### config.mk
export PLATFORM = sky130hd
export DESIGN_NAME = digital_pin_input_control
export DESIGN_NICKNAME = d
export VERILOG_FILES = /design/src/pin_ctrl_pkg.sv /design/src/pin_edge_detect.sv /design/src/digital_pin_input_control.sv
export SDC_FILE = /design/constraint.sdc
export NUM_CORES = 1
export LEC_CHECK = 0
export BUFFER_PORTS_ARGS = -buffer_cell sky130_fd_sc_hd__buf_2
export CAP_MARGIN = 15
export CORE_ASPECT_RATIO = 1.75
export CORE_UTILIZATION = 54
export DETAILED_ROUTE_END_ITERATION = 16
export PLACE_DENSITY = 0.77
export SETUP_SLACK_MARGIN = 0.05
export SYNTH_ARGS = -nofsm -noshare
export SYNTH_HDL_FRONTEND = slang
export SYNTH_SLANG_ARGS = --single-unit
export TNS_END_PERCENT = 30
### constraint.sdc
create_clock -name core_clk -period 4.1 [get_ports core_clk]
set_input_delay 0.615 -clock core_clk [delete_from_list [all_inputs] [get_ports core_clk]]
set_output_delay 0.615 -clock core_clk [all_outputs]
set_load 0.05 [all_outputs]
### src/pin_ctrl_pkg.sv
// Shared constants and carrier types for the digital pin input control block.
// Assumes a single 20 MHz core clock domain and pins already sampled synchronously.
package pin_ctrl_pkg;

  // ****************************************
  // Sizes and pin ranges
  // ****************************************
  localparam int PIN_COUNT     = 16;
  localparam int SEL_WIDTH     = 4;
  localparam logic [3:0] LOW_PIN_MAX  = 4'hB;  // Functions limited to pins 0..11
  localparam logic [3:0] FULL_PIN_MAX = 4'hF;  // Functions allowed on pins 0..15

  // ****************************************
  // Gain and attenuation ranges and resets
  // ****************************************
  localparam int GAIN_WIDTH  = 8;
  localparam int ATTEN_WIDTH = 10;
  localparam logic [7:0] GAIN_MIN_RESET  = 8'hC3;  // 195
  localparam logic [7:0] GAIN_MAX_RESET  = 8'hFF;  // 255
  localparam logic [7:0] GAIN_RESET      = 8'hFF;
  localparam logic [9:0] ATTEN_RESET     = 10'h000;
  localparam logic [9:0] ATTEN_MAX       = 10'h3FF;

  // ****************************************
  // Timing
  // ****************************************
  localparam real SYS_CLK_MHZ  = 184.32;
  localparam int  PULSE_SYS_CYCLES = 2;
  localparam real CORE_CLK_MHZ = 20.0;
  // Least pulse time in ns, rounded up to core cycles, at least one
  localparam real PULSE_MIN_NS = PULSE_SYS_CYCLES * 1000.0 / SYS_CLK_MHZ;
  localparam int  PULSE_MIN_CYCLES_RAW = int'($ceil(PULSE_MIN_NS * CORE_CLK_MHZ / 1000.0));
  localparam int  PULSE_MIN_CYCLES = (PULSE_MIN_CYCLES_RAW < 1) ? 1 : PULSE_MIN_CYCLES_RAW;
  localparam int  RAMP_DELAY_WIDTH = 8;
  localparam logic [7:0] RAMP_DELAY_RESET = 8'h00;

  // ****************************************
  // Modes and states
  // ****************************************
  typedef enum logic [1:0]
  {
    RAMP_IDLE    = 2'b00,
    RAMP_UP_WAIT = 2'b01,
    RAMP_DN_WAIT = 2'b10
  } ramp_state_type;

  // Pin function assignment: selector plus enable per function
  typedef struct packed
  {
    logic                 enable;
    logic [SEL_WIDTH-1:0] pin;
  } pin_map_type;

  typedef struct packed
  {
    pin_map_type obsRxEnable;
    pin_map_type attenUp;
    pin_map_type attenDown;
    pin_map_type gainUp;
    pin_map_type gainDown;
    pin_map_type rampEnable;
    pin_map_type monitorEnable;
    pin_map_type powerSave;
    pin_map_type hopEvent;
    pin_map_type hopGain;
    pin_map_type hopFreq;
  } pin_assign_type;

endpackage

### src/pin_edge_detect.sv
// Selects one input pin, registers it and reports rising and falling edges.
// Assumes pins are synchronous to core_clk; map validity is checked by the caller.
`timescale 1ns/10ps
module pin_edge_detect
#(
  parameter int PINS = 16,
  parameter int SELW = 4
)
(
  input  wire logic            core_clk,
  input  wire logic            rst,
  input  wire logic            clkEn,
  input  wire logic [PINS-1:0] pinIn,
  input  wire logic [SELW-1:0] pinSel,
  input  wire logic            selValid,
  output logic                 level,
  output logic                 rise,
  output logic                 fall
);

  // Selected pin, gated off when the map is not valid
  wire selBit = selValid & pinIn[pinSel];
  logic lastLevel;

  // Two stage register: level, then previous level
  always_ff @(posedge core_clk or posedge rst)
  begin
    if (rst)
    begin
      level     <= 1'b0;
      lastLevel <= 1'b0;
    end
    else if (clkEn)
    begin
      level     <= selBit;
      lastLevel <= level;
    end
  end

  // One edge per transition, however long the pin stays high
  assign rise = level & ~lastLevel;
  assign fall = ~level & lastLevel;

endmodule

### src/digital_pin_input_control.sv
// Input side control of the sixteen digital pins: steps, ramp triggers, mode pins.
// Assumes pin direction config and pins synchronous to core_clk; one core clock domain.
`timescale 1ns/10ps

// How it works
// - Each pin has its own direction bit; only input pins feed controls.
// - Observation receiver enable may only sit on pins 0 to 11.
// - Each rising edge on an attenuation pin steps attenuation once.
// - Attenuation up and down may use any pin 0 to 15.
// - Every pulse counts, so repeated pulses accumulate.
// - Attenuation pins act only in attenuation pin mode.
// - Each rising edge on a gain pin steps the gain index once.
// - Gain up on pins 0 to 15, gain down on pins 0 to 11.
// - Gain index saturates at programmed minimum and maximum.
// - Gain pins act only in manual gain pin mode.
// - Ramp pin rise and fall trigger ramp up and down after a delay.
// - Monitor enable may only sit on pins 0 to 11.
// - Monitor pin rise sets monitor mode; its falling edge clears it and wakes from sleep.
// - Power saving control may only sit on pins 0 to 11.
// - Hop event on pins 0 to 11, hop gain and frequency 0 to 15.
module digital_pin_input_control
#(
  parameter int PINS  = pin_ctrl_pkg::PIN_COUNT,
  parameter int SELW  = pin_ctrl_pkg::SEL_WIDTH,
  parameter int GAINW = pin_ctrl_pkg::GAIN_WIDTH,
  parameter int ATTW  = pin_ctrl_pkg::ATTEN_WIDTH,
  parameter int DLYW  = pin_ctrl_pkg::RAMP_DELAY_WIDTH
)
(
  input  wire logic                        core_clk,
  input  wire logic                        rst,
  input  wire logic                        clkEn,
  input  wire logic [PINS-1:0]             pinIn,
  input  wire logic [PINS-1:0]             pinIsInput,
  input  wire pin_ctrl_pkg::pin_assign_type pinAssign,
  input  wire logic                        attenPinMode,
  input  wire logic                        gainPinMode,
  input  wire logic [GAINW-1:0]            gainMin,
  input  wire logic [GAINW-1:0]            gainMax,
  input  wire logic [DLYW-1:0]             rampUpDelay,
  input  wire logic [DLYW-1:0]             rampDownDelay,
  output logic [ATTW-1:0]                  txAtten,
  output logic [GAINW-1:0]                 gainIndex,
  output logic                             obsRxEnable,
  output logic                             rampUpTrigger,
  output logic                             rampDownTrigger,
  output logic                             monitorMode,
  output logic                             wakeFromSleep,
  output logic                             powerDown,
  output logic                             hopEventPulse,
  output logic                             hopGainLevel,
  output logic                             hopFreqLevel,
  output logic                             mapError
);

  // ****************************************
  // Function map validation
  // ****************************************

  localparam int FUNCS = 11;

  // Function order: obs, attUp, attDn, gainUp, gainDn, ramp, mon, pwr, hopEv, hopGain, hopFreq
  pin_ctrl_pkg::pin_map_type maps [FUNCS];
  assign maps[0]  = pinAssign.obsRxEnable;
  assign maps[1]  = pinAssign.attenUp;
  assign maps[2]  = pinAssign.attenDown;
  assign maps[3]  = pinAssign.gainUp;
  assign maps[4]  = pinAssign.gainDown;
  assign maps[5]  = pinAssign.rampEnable;
  assign maps[6]  = pinAssign.monitorEnable;
  assign maps[7]  = pinAssign.powerSave;
  assign maps[8]  = pinAssign.hopEvent;
  assign maps[9]  = pinAssign.hopGain;
  assign maps[10] = pinAssign.hopFreq;

  // Highest pin each function may use
  wire logic [3:0] pinLimit [FUNCS];
  assign pinLimit[0]  = pin_ctrl_pkg::LOW_PIN_MAX;
  assign pinLimit[1]  = pin_ctrl_pkg::FULL_PIN_MAX;
  assign pinLimit[2]  = pin_ctrl_pkg::FULL_PIN_MAX;
  assign pinLimit[3]  = pin_ctrl_pkg::FULL_PIN_MAX;
  assign pinLimit[4]  = pin_ctrl_pkg::LOW_PIN_MAX;
  assign pinLimit[5]  = pin_ctrl_pkg::FULL_PIN_MAX;
  assign pinLimit[6]  = pin_ctrl_pkg::LOW_PIN_MAX;
  assign pinLimit[7]  = pin_ctrl_pkg::LOW_PIN_MAX;
  assign pinLimit[8]  = pin_ctrl_pkg::LOW_PIN_MAX;
  assign pinLimit[9]  = pin_ctrl_pkg::FULL_PIN_MAX;
  assign pinLimit[10] = pin_ctrl_pkg::FULL_PIN_MAX;

  // A function is live when enabled, in range and its pin is an input
  logic [FUNCS-1:0] funcValid;
  logic [FUNCS-1:0] funcBad;
  logic [FUNCS-1:0] funcLevel;
  logic [FUNCS-1:0] funcRise;
  logic [FUNCS-1:0] funcFall;
  logic             shareClash;

  genvar g;
  generate
    for (g = 0; g < FUNCS; g++)
    begin : gFunc
      wire inRange = ({1'b0, maps[g].pin} <= {1'b0, pinLimit[g]});
      assign funcValid[g] = maps[g].enable & inRange & pinIsInput[maps[g].pin];
      assign funcBad[g]   = maps[g].enable & ~funcValid[g];
      pin_edge_detect #(.PINS(PINS), .SELW(SELW)) pin_edge_detect_i
      (
        .core_clk (core_clk),
        .rst      (rst),
        .clkEn    (clkEn),
        .pinIn    (pinIn),
        .pinSel   (maps[g].pin),
        .selValid (funcValid[g]),
        .level    (funcLevel[g]),
        .rise     (funcRise[g]),
        .fall     (funcFall[g])
      );
    end
  endgenerate

  // Two enabled functions on one pin is a software fault, flagged only
  always_comb
  begin
    shareClash = 1'b0;
    for (int i = 0; i < FUNCS; i++)
    begin
      for (int j = i + 1; j < FUNCS; j++)
      begin
        if (maps[i].enable && maps[j].enable && (maps[i].pin == maps[j].pin))
        begin
          shareClash = 1'b1;
        end
      end
    end
  end

  // ****************************************
  // Attenuation stepping
  // ****************************************

  wire attUpEv = attenPinMode & funcRise[1];
  wire attDnEv = attenPinMode & funcRise[2];
  wire attAtMax = (txAtten == pin_ctrl_pkg::ATTEN_MAX);
  wire attAtMin = (txAtten == pin_ctrl_pkg::ATTEN_RESET);

  // Coincident up and down cancel; limits keep the count from wrapping
  logic [ATTW-1:0] next_txAtten;
  always_comb
  begin
    next_txAtten = txAtten;
    if (attUpEv && !attDnEv && !attAtMax)
    begin
      next_txAtten = txAtten + ATTW'(1);
    end
    else if (attDnEv && !attUpEv && !attAtMin)
    begin
      next_txAtten = txAtten - ATTW'(1);
    end
  end

  // ****************************************
  // Gain index stepping
  // ****************************************

  wire gainUpEv = gainPinMode & funcRise[3];
  wire gainDnEv = gainPinMode & funcRise[4];

  // Saturating step within the programmed window
  logic [GAINW-1:0] next_gainIndex;
  always_comb
  begin
    next_gainIndex = gainIndex;
    if (gainUpEv && !gainDnEv && (gainIndex < gainMax))
    begin
      next_gainIndex = gainIndex + GAINW'(1);
    end
    else if (gainDnEv && !gainUpEv && (gainIndex > gainMin))
    begin
      next_gainIndex = gainIndex - GAINW'(1);
    end
    if (next_gainIndex > gainMax)
    begin
      next_gainIndex = gainMax;
    end
    else if (next_gainIndex < gainMin)
    begin
      next_gainIndex = gainMin;
    end
  end

  // Step registers, every qualifying edge applied
  always_ff @(posedge core_clk or posedge rst)
  begin
    if (rst)
    begin
      txAtten   <= pin_ctrl_pkg::ATTEN_RESET;
      gainIndex <= pin_ctrl_pkg::GAIN_RESET;
    end
    else if (clkEn)
    begin
      txAtten   <= next_txAtten;
      gainIndex <= next_gainIndex;
    end
  end

  // ****************************************
  // Amplifier ramp delay
  // ****************************************

  pin_ctrl_pkg::ramp_state_type rampState;
  pin_ctrl_pkg::ramp_state_type next_rampState;
  logic [DLYW-1:0] rampCount;
  logic [DLYW-1:0] next_rampCount;
  logic            next_rampUp;
  logic            next_rampDown;

  // New edge restarts the wait; delay zero fires two cycles after the edge
  always_comb
  begin
    next_rampState = rampState;
    next_rampCount = rampCount;
    next_rampUp    = 1'b0;
    next_rampDown  = 1'b0;
    if (funcRise[5])
    begin
      next_rampState = pin_ctrl_pkg::RAMP_UP_WAIT;
      next_rampCount = rampUpDelay;
    end
    else if (funcFall[5])
    begin
      next_rampState = pin_ctrl_pkg::RAMP_DN_WAIT;
      next_rampCount = rampDownDelay;
    end
    else
    begin
      case (rampState)
        pin_ctrl_pkg::RAMP_UP_WAIT:
        begin
          if (rampCount == '0)
          begin
            next_rampUp    = 1'b1;
            next_rampState = pin_ctrl_pkg::RAMP_IDLE;
          end
          else
          begin
            next_rampCount = rampCount - DLYW'(1);
          end
        end
        pin_ctrl_pkg::RAMP_DN_WAIT:
        begin
          if (rampCount == '0)
          begin
            next_rampDown  = 1'b1;
            next_rampState = pin_ctrl_pkg::RAMP_IDLE;
          end
          else
          begin
            next_rampCount = rampCount - DLYW'(1);
          end
        end
        default:
        begin
          next_rampState = pin_ctrl_pkg::RAMP_IDLE;
        end
      endcase
    end
  end

  // ****************************************
  // Output registers
  // ****************************************

  logic next_monitorMode;
  assign next_monitorMode = funcRise[6] ? 1'b1 : (funcFall[6] ? 1'b0 : monitorMode);

  // State, triggers and mode outputs
  always_ff @(posedge core_clk or posedge rst)
  begin
    if (rst)
    begin
      rampState       <= pin_ctrl_pkg::RAMP_IDLE;
      rampCount       <= pin_ctrl_pkg::RAMP_DELAY_RESET;
      rampUpTrigger   <= 1'b0;
      rampDownTrigger <= 1'b0;
      obsRxEnable     <= 1'b0;
      monitorMode     <= 1'b0;
      wakeFromSleep   <= 1'b0;
      powerDown       <= 1'b0;
      hopEventPulse   <= 1'b0;
      hopGainLevel    <= 1'b0;
      hopFreqLevel    <= 1'b0;
      mapError        <= 1'b0;
    end
    else if (clkEn)
    begin
      rampState       <= next_rampState;
      rampCount       <= next_rampCount;
      rampUpTrigger   <= next_rampUp;
      rampDownTrigger <= next_rampDown;
      obsRxEnable     <= funcLevel[0];
      monitorMode     <= next_monitorMode;
      wakeFromSleep   <= funcFall[6];
      powerDown       <= funcLevel[7];
      hopEventPulse   <= funcRise[8];
      hopGainLevel    <= funcLevel[9];
      hopFreqLevel    <= funcLevel[10];
      mapError        <= shareClash | (|funcBad);
    end
  end

  // ****************************************
  // Checks
  // ****************************************

  property p_gain_window;
    @(posedge core_clk) disable iff (rst)
      (clkEn && gainMin <= gainMax && $stable(gainMin) && $stable(gainMax)
       && gainIndex >= gainMin && gainIndex <= gainMax)
      |=> (gainIndex >= gainMin && gainIndex <= gainMax);
  endproperty
  a_gain_window: assert property (p_gain_window) else $error("gain index left window");

  property p_gain_mode;
    @(posedge core_clk) disable iff (rst)
      (clkEn && !gainPinMode && $stable(gainMin) && gainIndex >= gainMin && gainIndex <= gainMax)
      |=> $stable(gainIndex);
  endproperty
  a_gain_mode: assert property (p_gain_mode) else $error("gain moved outside pin mode");

  property p_atten_mode;
    @(posedge core_clk) disable iff (rst)
      (clkEn && !attenPinMode) |=> $stable(txAtten);
  endproperty
  a_atten_mode: assert property (p_atten_mode) else $error("attenuation moved outside pin mode");

  property p_atten_step;
    @(posedge core_clk) disable iff (rst)
      (clkEn && attUpEv && !attDnEv && !attAtMax) |=> (txAtten == $past(txAtten) + ATTW'(1));
  endproperty
  a_atten_step: assert property (p_atten_step) else $error("attenuation did not step up");

  property p_one_step;
    @(posedge core_clk) disable iff (rst)
      (clkEn && funcRise[1]) |=> !funcRise[1];
  endproperty
  a_one_step: assert property (p_one_step) else $error("double edge from one pulse");

  property p_ramp_zero;
    @(posedge core_clk) disable iff (rst)
      (clkEn && funcRise[5] && rampUpDelay == '0) ##1 (clkEn && !funcRise[5] && !funcFall[5])[*1]
      |=> rampUpTrigger;
  endproperty
  a_ramp_zero: assert property (p_ramp_zero) else $error("ramp up not fired");

  property p_wake;
    @(posedge core_clk) disable iff (rst)
      (clkEn && funcFall[6]) |=> (wakeFromSleep && !monitorMode);
  endproperty
  a_wake: assert property (p_wake) else $error("no wake on monitor fall");

  property p_low_range;
    @(posedge core_clk) disable iff (rst)
      (pinAssign.gainDown.pin > pin_ctrl_pkg::LOW_PIN_MAX) |-> !funcValid[4];
  endproperty
  a_low_range: assert property (p_low_range) else $error("gain down on high pin accepted");

endmodule

==> results.cfg <==
[outcome]
status = complete, no violations

[routing]
met1_length_mm = 10.8
drt_iter0_drc = 645
wl_met3_mm = 2.83
route.met2.wl_mm = 16.8
ant_nets = 0
post_drt_wl_per_cell_um = 23.8
first_pass_iters = 5
routed.top_layer = met4
via_count = 9318
drc_errors = 0
vias_per_cell = 6.69
wirelength_mm = 33.2

[finish]
fill_cells = 1601
fin_nets = 1332
antenna_cells = 0
layout-drive-gt1-share_pct = 25.7
final_cells = 1392
area_growth_pct = 9.03

[job]
maxCapViolCount = 0

[sta]
finalCritPeriodShare_pct = 94.7
drv_slew = 0
rsz0062_at_grt = false
tightest_slew_ns = 0.923
max_freq_mhz = 257
setup_tns_ns = 0
finalCriticalPeriod_ns = 3.88
hold_viol = 0
slew_headroom_pct = 37.8
setup_viol = 0
finalWorstSetupSlack_ns = 0.216
finalClockSkew_ns = 0.00763

[grt]
antenna_found_initial = 0
grt-ovfl-total = 0
grt_max_degree = 64
grt_pass1_wl_mm = 50.5
grt_pass1_vias = 9069
grt_usage_pct = 37.3

[logic_synthesis]
syn_area_um2 = 9640
synthCells = 1112
seq_area_frac_synth_pct = 14.6
synth_nets = 1284
ys_ff_latch = 56
synth-async-reset-ratio_pct = 100
ys_warn_count = 0
synth_cell_type_count = 65
syn_area_per_cell_um2 = 8.67
synth-main-ff-cell = dfrtp_1
synth-edff-count = 0

[floorplanning]
rows = 64
die_width_um = 103
die_h_um = 179
dieArea_um2 = 18400
start_util_pct = 55.2
io_pins = 152
core_um2 = 17500

[setup_path]
crit_fanout = 7
critPathRequiredTime_ns = 4.32
criticalPathCategory = reg2reg
crit_slowest_cell = dfstp_2
critPathLaunchType = flip-flop
worstPathArrival_ns = 4.10
worstPathBufferInverterCount = 3
max_stage_delay_ns = 0.65
cp_cell_sequence = ha_1, a211oi_1, nor2_1, nor4_2, buf_4, nand2_1, buf_4, o21ai_0, xnor2_1, ha_1, a21oi_1, nor2_1, nor2_1, o311a_1, buf_4, mux2i_1, o221ai_1
critPathTopFamily = compound AO/OA/AOI/OAI gates
end_kind = flip-flop

[placed_design]
post-place-ws_ns = -0.172
portBuffers = 151
gp_congestion = 1.02
placed_cells = 1380
hpwl_mm = 23.8

[clocking]
cts_tree = done
cts_sinks = 56
hold_buffers = 0
clock_path_buffers = 2
clk_pin_slew_ns = 0.08
cts_buffers = 5
cts_max_level = 2
root_buffer = clkbuf_16
clkLatencyLatePin_ns = 0.31

[power]
p_per_area_nw_per_um2 = 398
power.leakage_nw = 4.34
ir_drop_v = 0.000291

[hold_path]
min_path_type = in2async
-- power by group --
group          switching (mW)  internal [mW]  total [mW]
registers               0.208          0.732       0.939
clock network           0.237          0.237       0.473
logic                    1.66           1.10        2.77
total                    2.11           2.07        4.18
-- final timing paths --
kind	from	end	slack (ns)	depth (start not counted)
worst max-delay path	gainIndex[5]	gainIndex[4]	0.22	17
worst min-delay path	rst	rampState[1]	0.33	2
worst max register to register	gainIndex[5]	gainIndex[4]	0.22	17
worst min register to register	gFunc[8].pin_edge_detect_i.lastLevel	hopEventPulse	0.47	1
max in group asynchronous	rst	txAtten[3]	2.94	3
min in group core_clk	gFunc[8].pin_edge_detect_i.lastLevel	hopEventPulse	0.47	1
-- layout make-up --
cell class / count / area (um^2) / area share, %
clock inverter: 3 / 28.8 / 0.274
clock buffer: 5 / 125 / 1.19
inverter: 57 / 214 / 2.03
timing repair buffer: 174 / 928 / 8.83
tap: 231 / 289 / 2.75
multi-input combinational: 866 / 7520 / 71.5
sequential: 56 / 1410 / 13.4
-- through the flow --
stage                     area, um^2  total power [mW]  utilization (%)  hold slack, ns
after CTS                      10500              4.12             60.0           0.344
after global routing           10500              4.48             60.2           0.374
after global placement         10300              3.57             59.1           0.429
final                          10500              4.18             60.2           0.332
after detailed placement       10300              3.63             59.1           0.454
after floorplan                 9650              2.90                -           0.423
-- worst register-to-register path: cells and delay by family (launching register included) --
family          cells  cell delay (ns)
compound gates      5             1.08
mux                 1             0.20
xor+xnor            1             0.20
flops               1             0.65
buf+inv             3             0.55
simple gates        5             0.53
fa+ha+maj           2             0.58
-- per-layer routing --
metal | vias up | global-route usage (%)
li1 | 4120 | -
met1 | 4427 | 39.6
met2 | 579 | 64.9
met3 | 192 | 6.47
met4 | 0 | 27.2
met5 | - | 0
-- synthesized netlist by cell type (6+ instances only) --
| library cell | count | area, um^2 |
|---|---|---|
| mux2_2 | 15 | 169 |
| nand4_1 | 45 | 282 |
| nor3_1 | 43 | 215 |
| mux4_2 | 82 | 1850 |
| xor2_1 | 167 | 1460 |
| o22ai_1 | 8 | 50.1 |
| nor2_1 | 34 | 128 |
| nand2_1 | 63 | 236 |
| ha_1 | 47 | 588 |
| nor2b_1 | 7 | 43.8 |
| nand2b_1 | 8 | 50.1 |
| buf_2 | 17 | 85.1 |
| mux2i_1 | 17 | 170 |
| dfstp_2 | 8 | 210 |
| buf_1 | 28 | 105 |
| a21oi_1 | 38 | 190 |
| xnor2_1 | 67 | 587 |
| a31oi_1 | 6 | 37.5 |
| clkbuf_1 | 87 | 327 |
| dfrtp_1 | 48 | 1200 |
| nor4_1 | 41 | 257 |
| o21ai_0 | 50 | 250 |
| inv_1 | 57 | 214 |
| o221ai_1 | 8 | 70.1 |
| nand3_1 | 52 | 260 |
-- what timing repair did --
| action | 4_1_cts | 5_1_grt |
|---|---|---|
| pin swaps | 0 | 2 |
| resized for setup | 1 | 3 |
| gates cloned | 0 | 0 |
| endpoints found under the setup margin | 8 | 8 |
| setup buffers | 0 | 4 |
-- cells in the final DEF, fill, tap and decap left out, types with 3 or more instances in the layout --
cell and instances:
mux2i_1 17, a21oi_1 38, nor4b_1 4, dfrtp_1 48, nand4_1 45, inv_1 56
xnor2_1 67, nand2_1 63, buf_4 23, o22ai_1 8, nand3b_1 4, o221ai_1 8
a31oi_1 6, xor2_1 167, nor3_1 43, mux2_2 15, ha_1 47, buf_2 151
or4_1 4, dfstp_2 8, nand3_1 52, o21bai_1 3, nand2b_1 7, nor2b_1 7
o211ai_1 3, nor4_1 40, mux4_2 82, o21a_1 4, a21o_1 4, nor2_1 34
clkbuf_16 5, o21ai_0 49
-- state kept, by name, indices dropped and copies added (netlist names) --
signal,flops
powerDown,1
rampCount,8
mapError,1
rampUpTrigger,1
rampState,2
hopEventPulse,1
hopFreqLevel,1
txAtten,10
hopGainLevel,1
monitorMode,1
wakeFromSleep,1
gainIndex,8
obsRxEnable,1
rampDownTrigger,1
gFunc.pin_edge_detect_i.lastLevel,7
gFunc.pin_edge_detect_i.level,11
-- kinds of logic after synthesis --
logic type                 after synthesis  synth area share, %
AOI/OAI and AO/OA                      157                 10.4
xor gates and xnor gates               234                 21.3
adders and majority gates               48                 6.31
buffers and inverters                  190                 7.69
DFF                                     56                 14.6
muxes                                  117                 23.1
and+or+nand+nor                        310                 16.6
No activity file was read; power rests on OpenSTA's default activity.
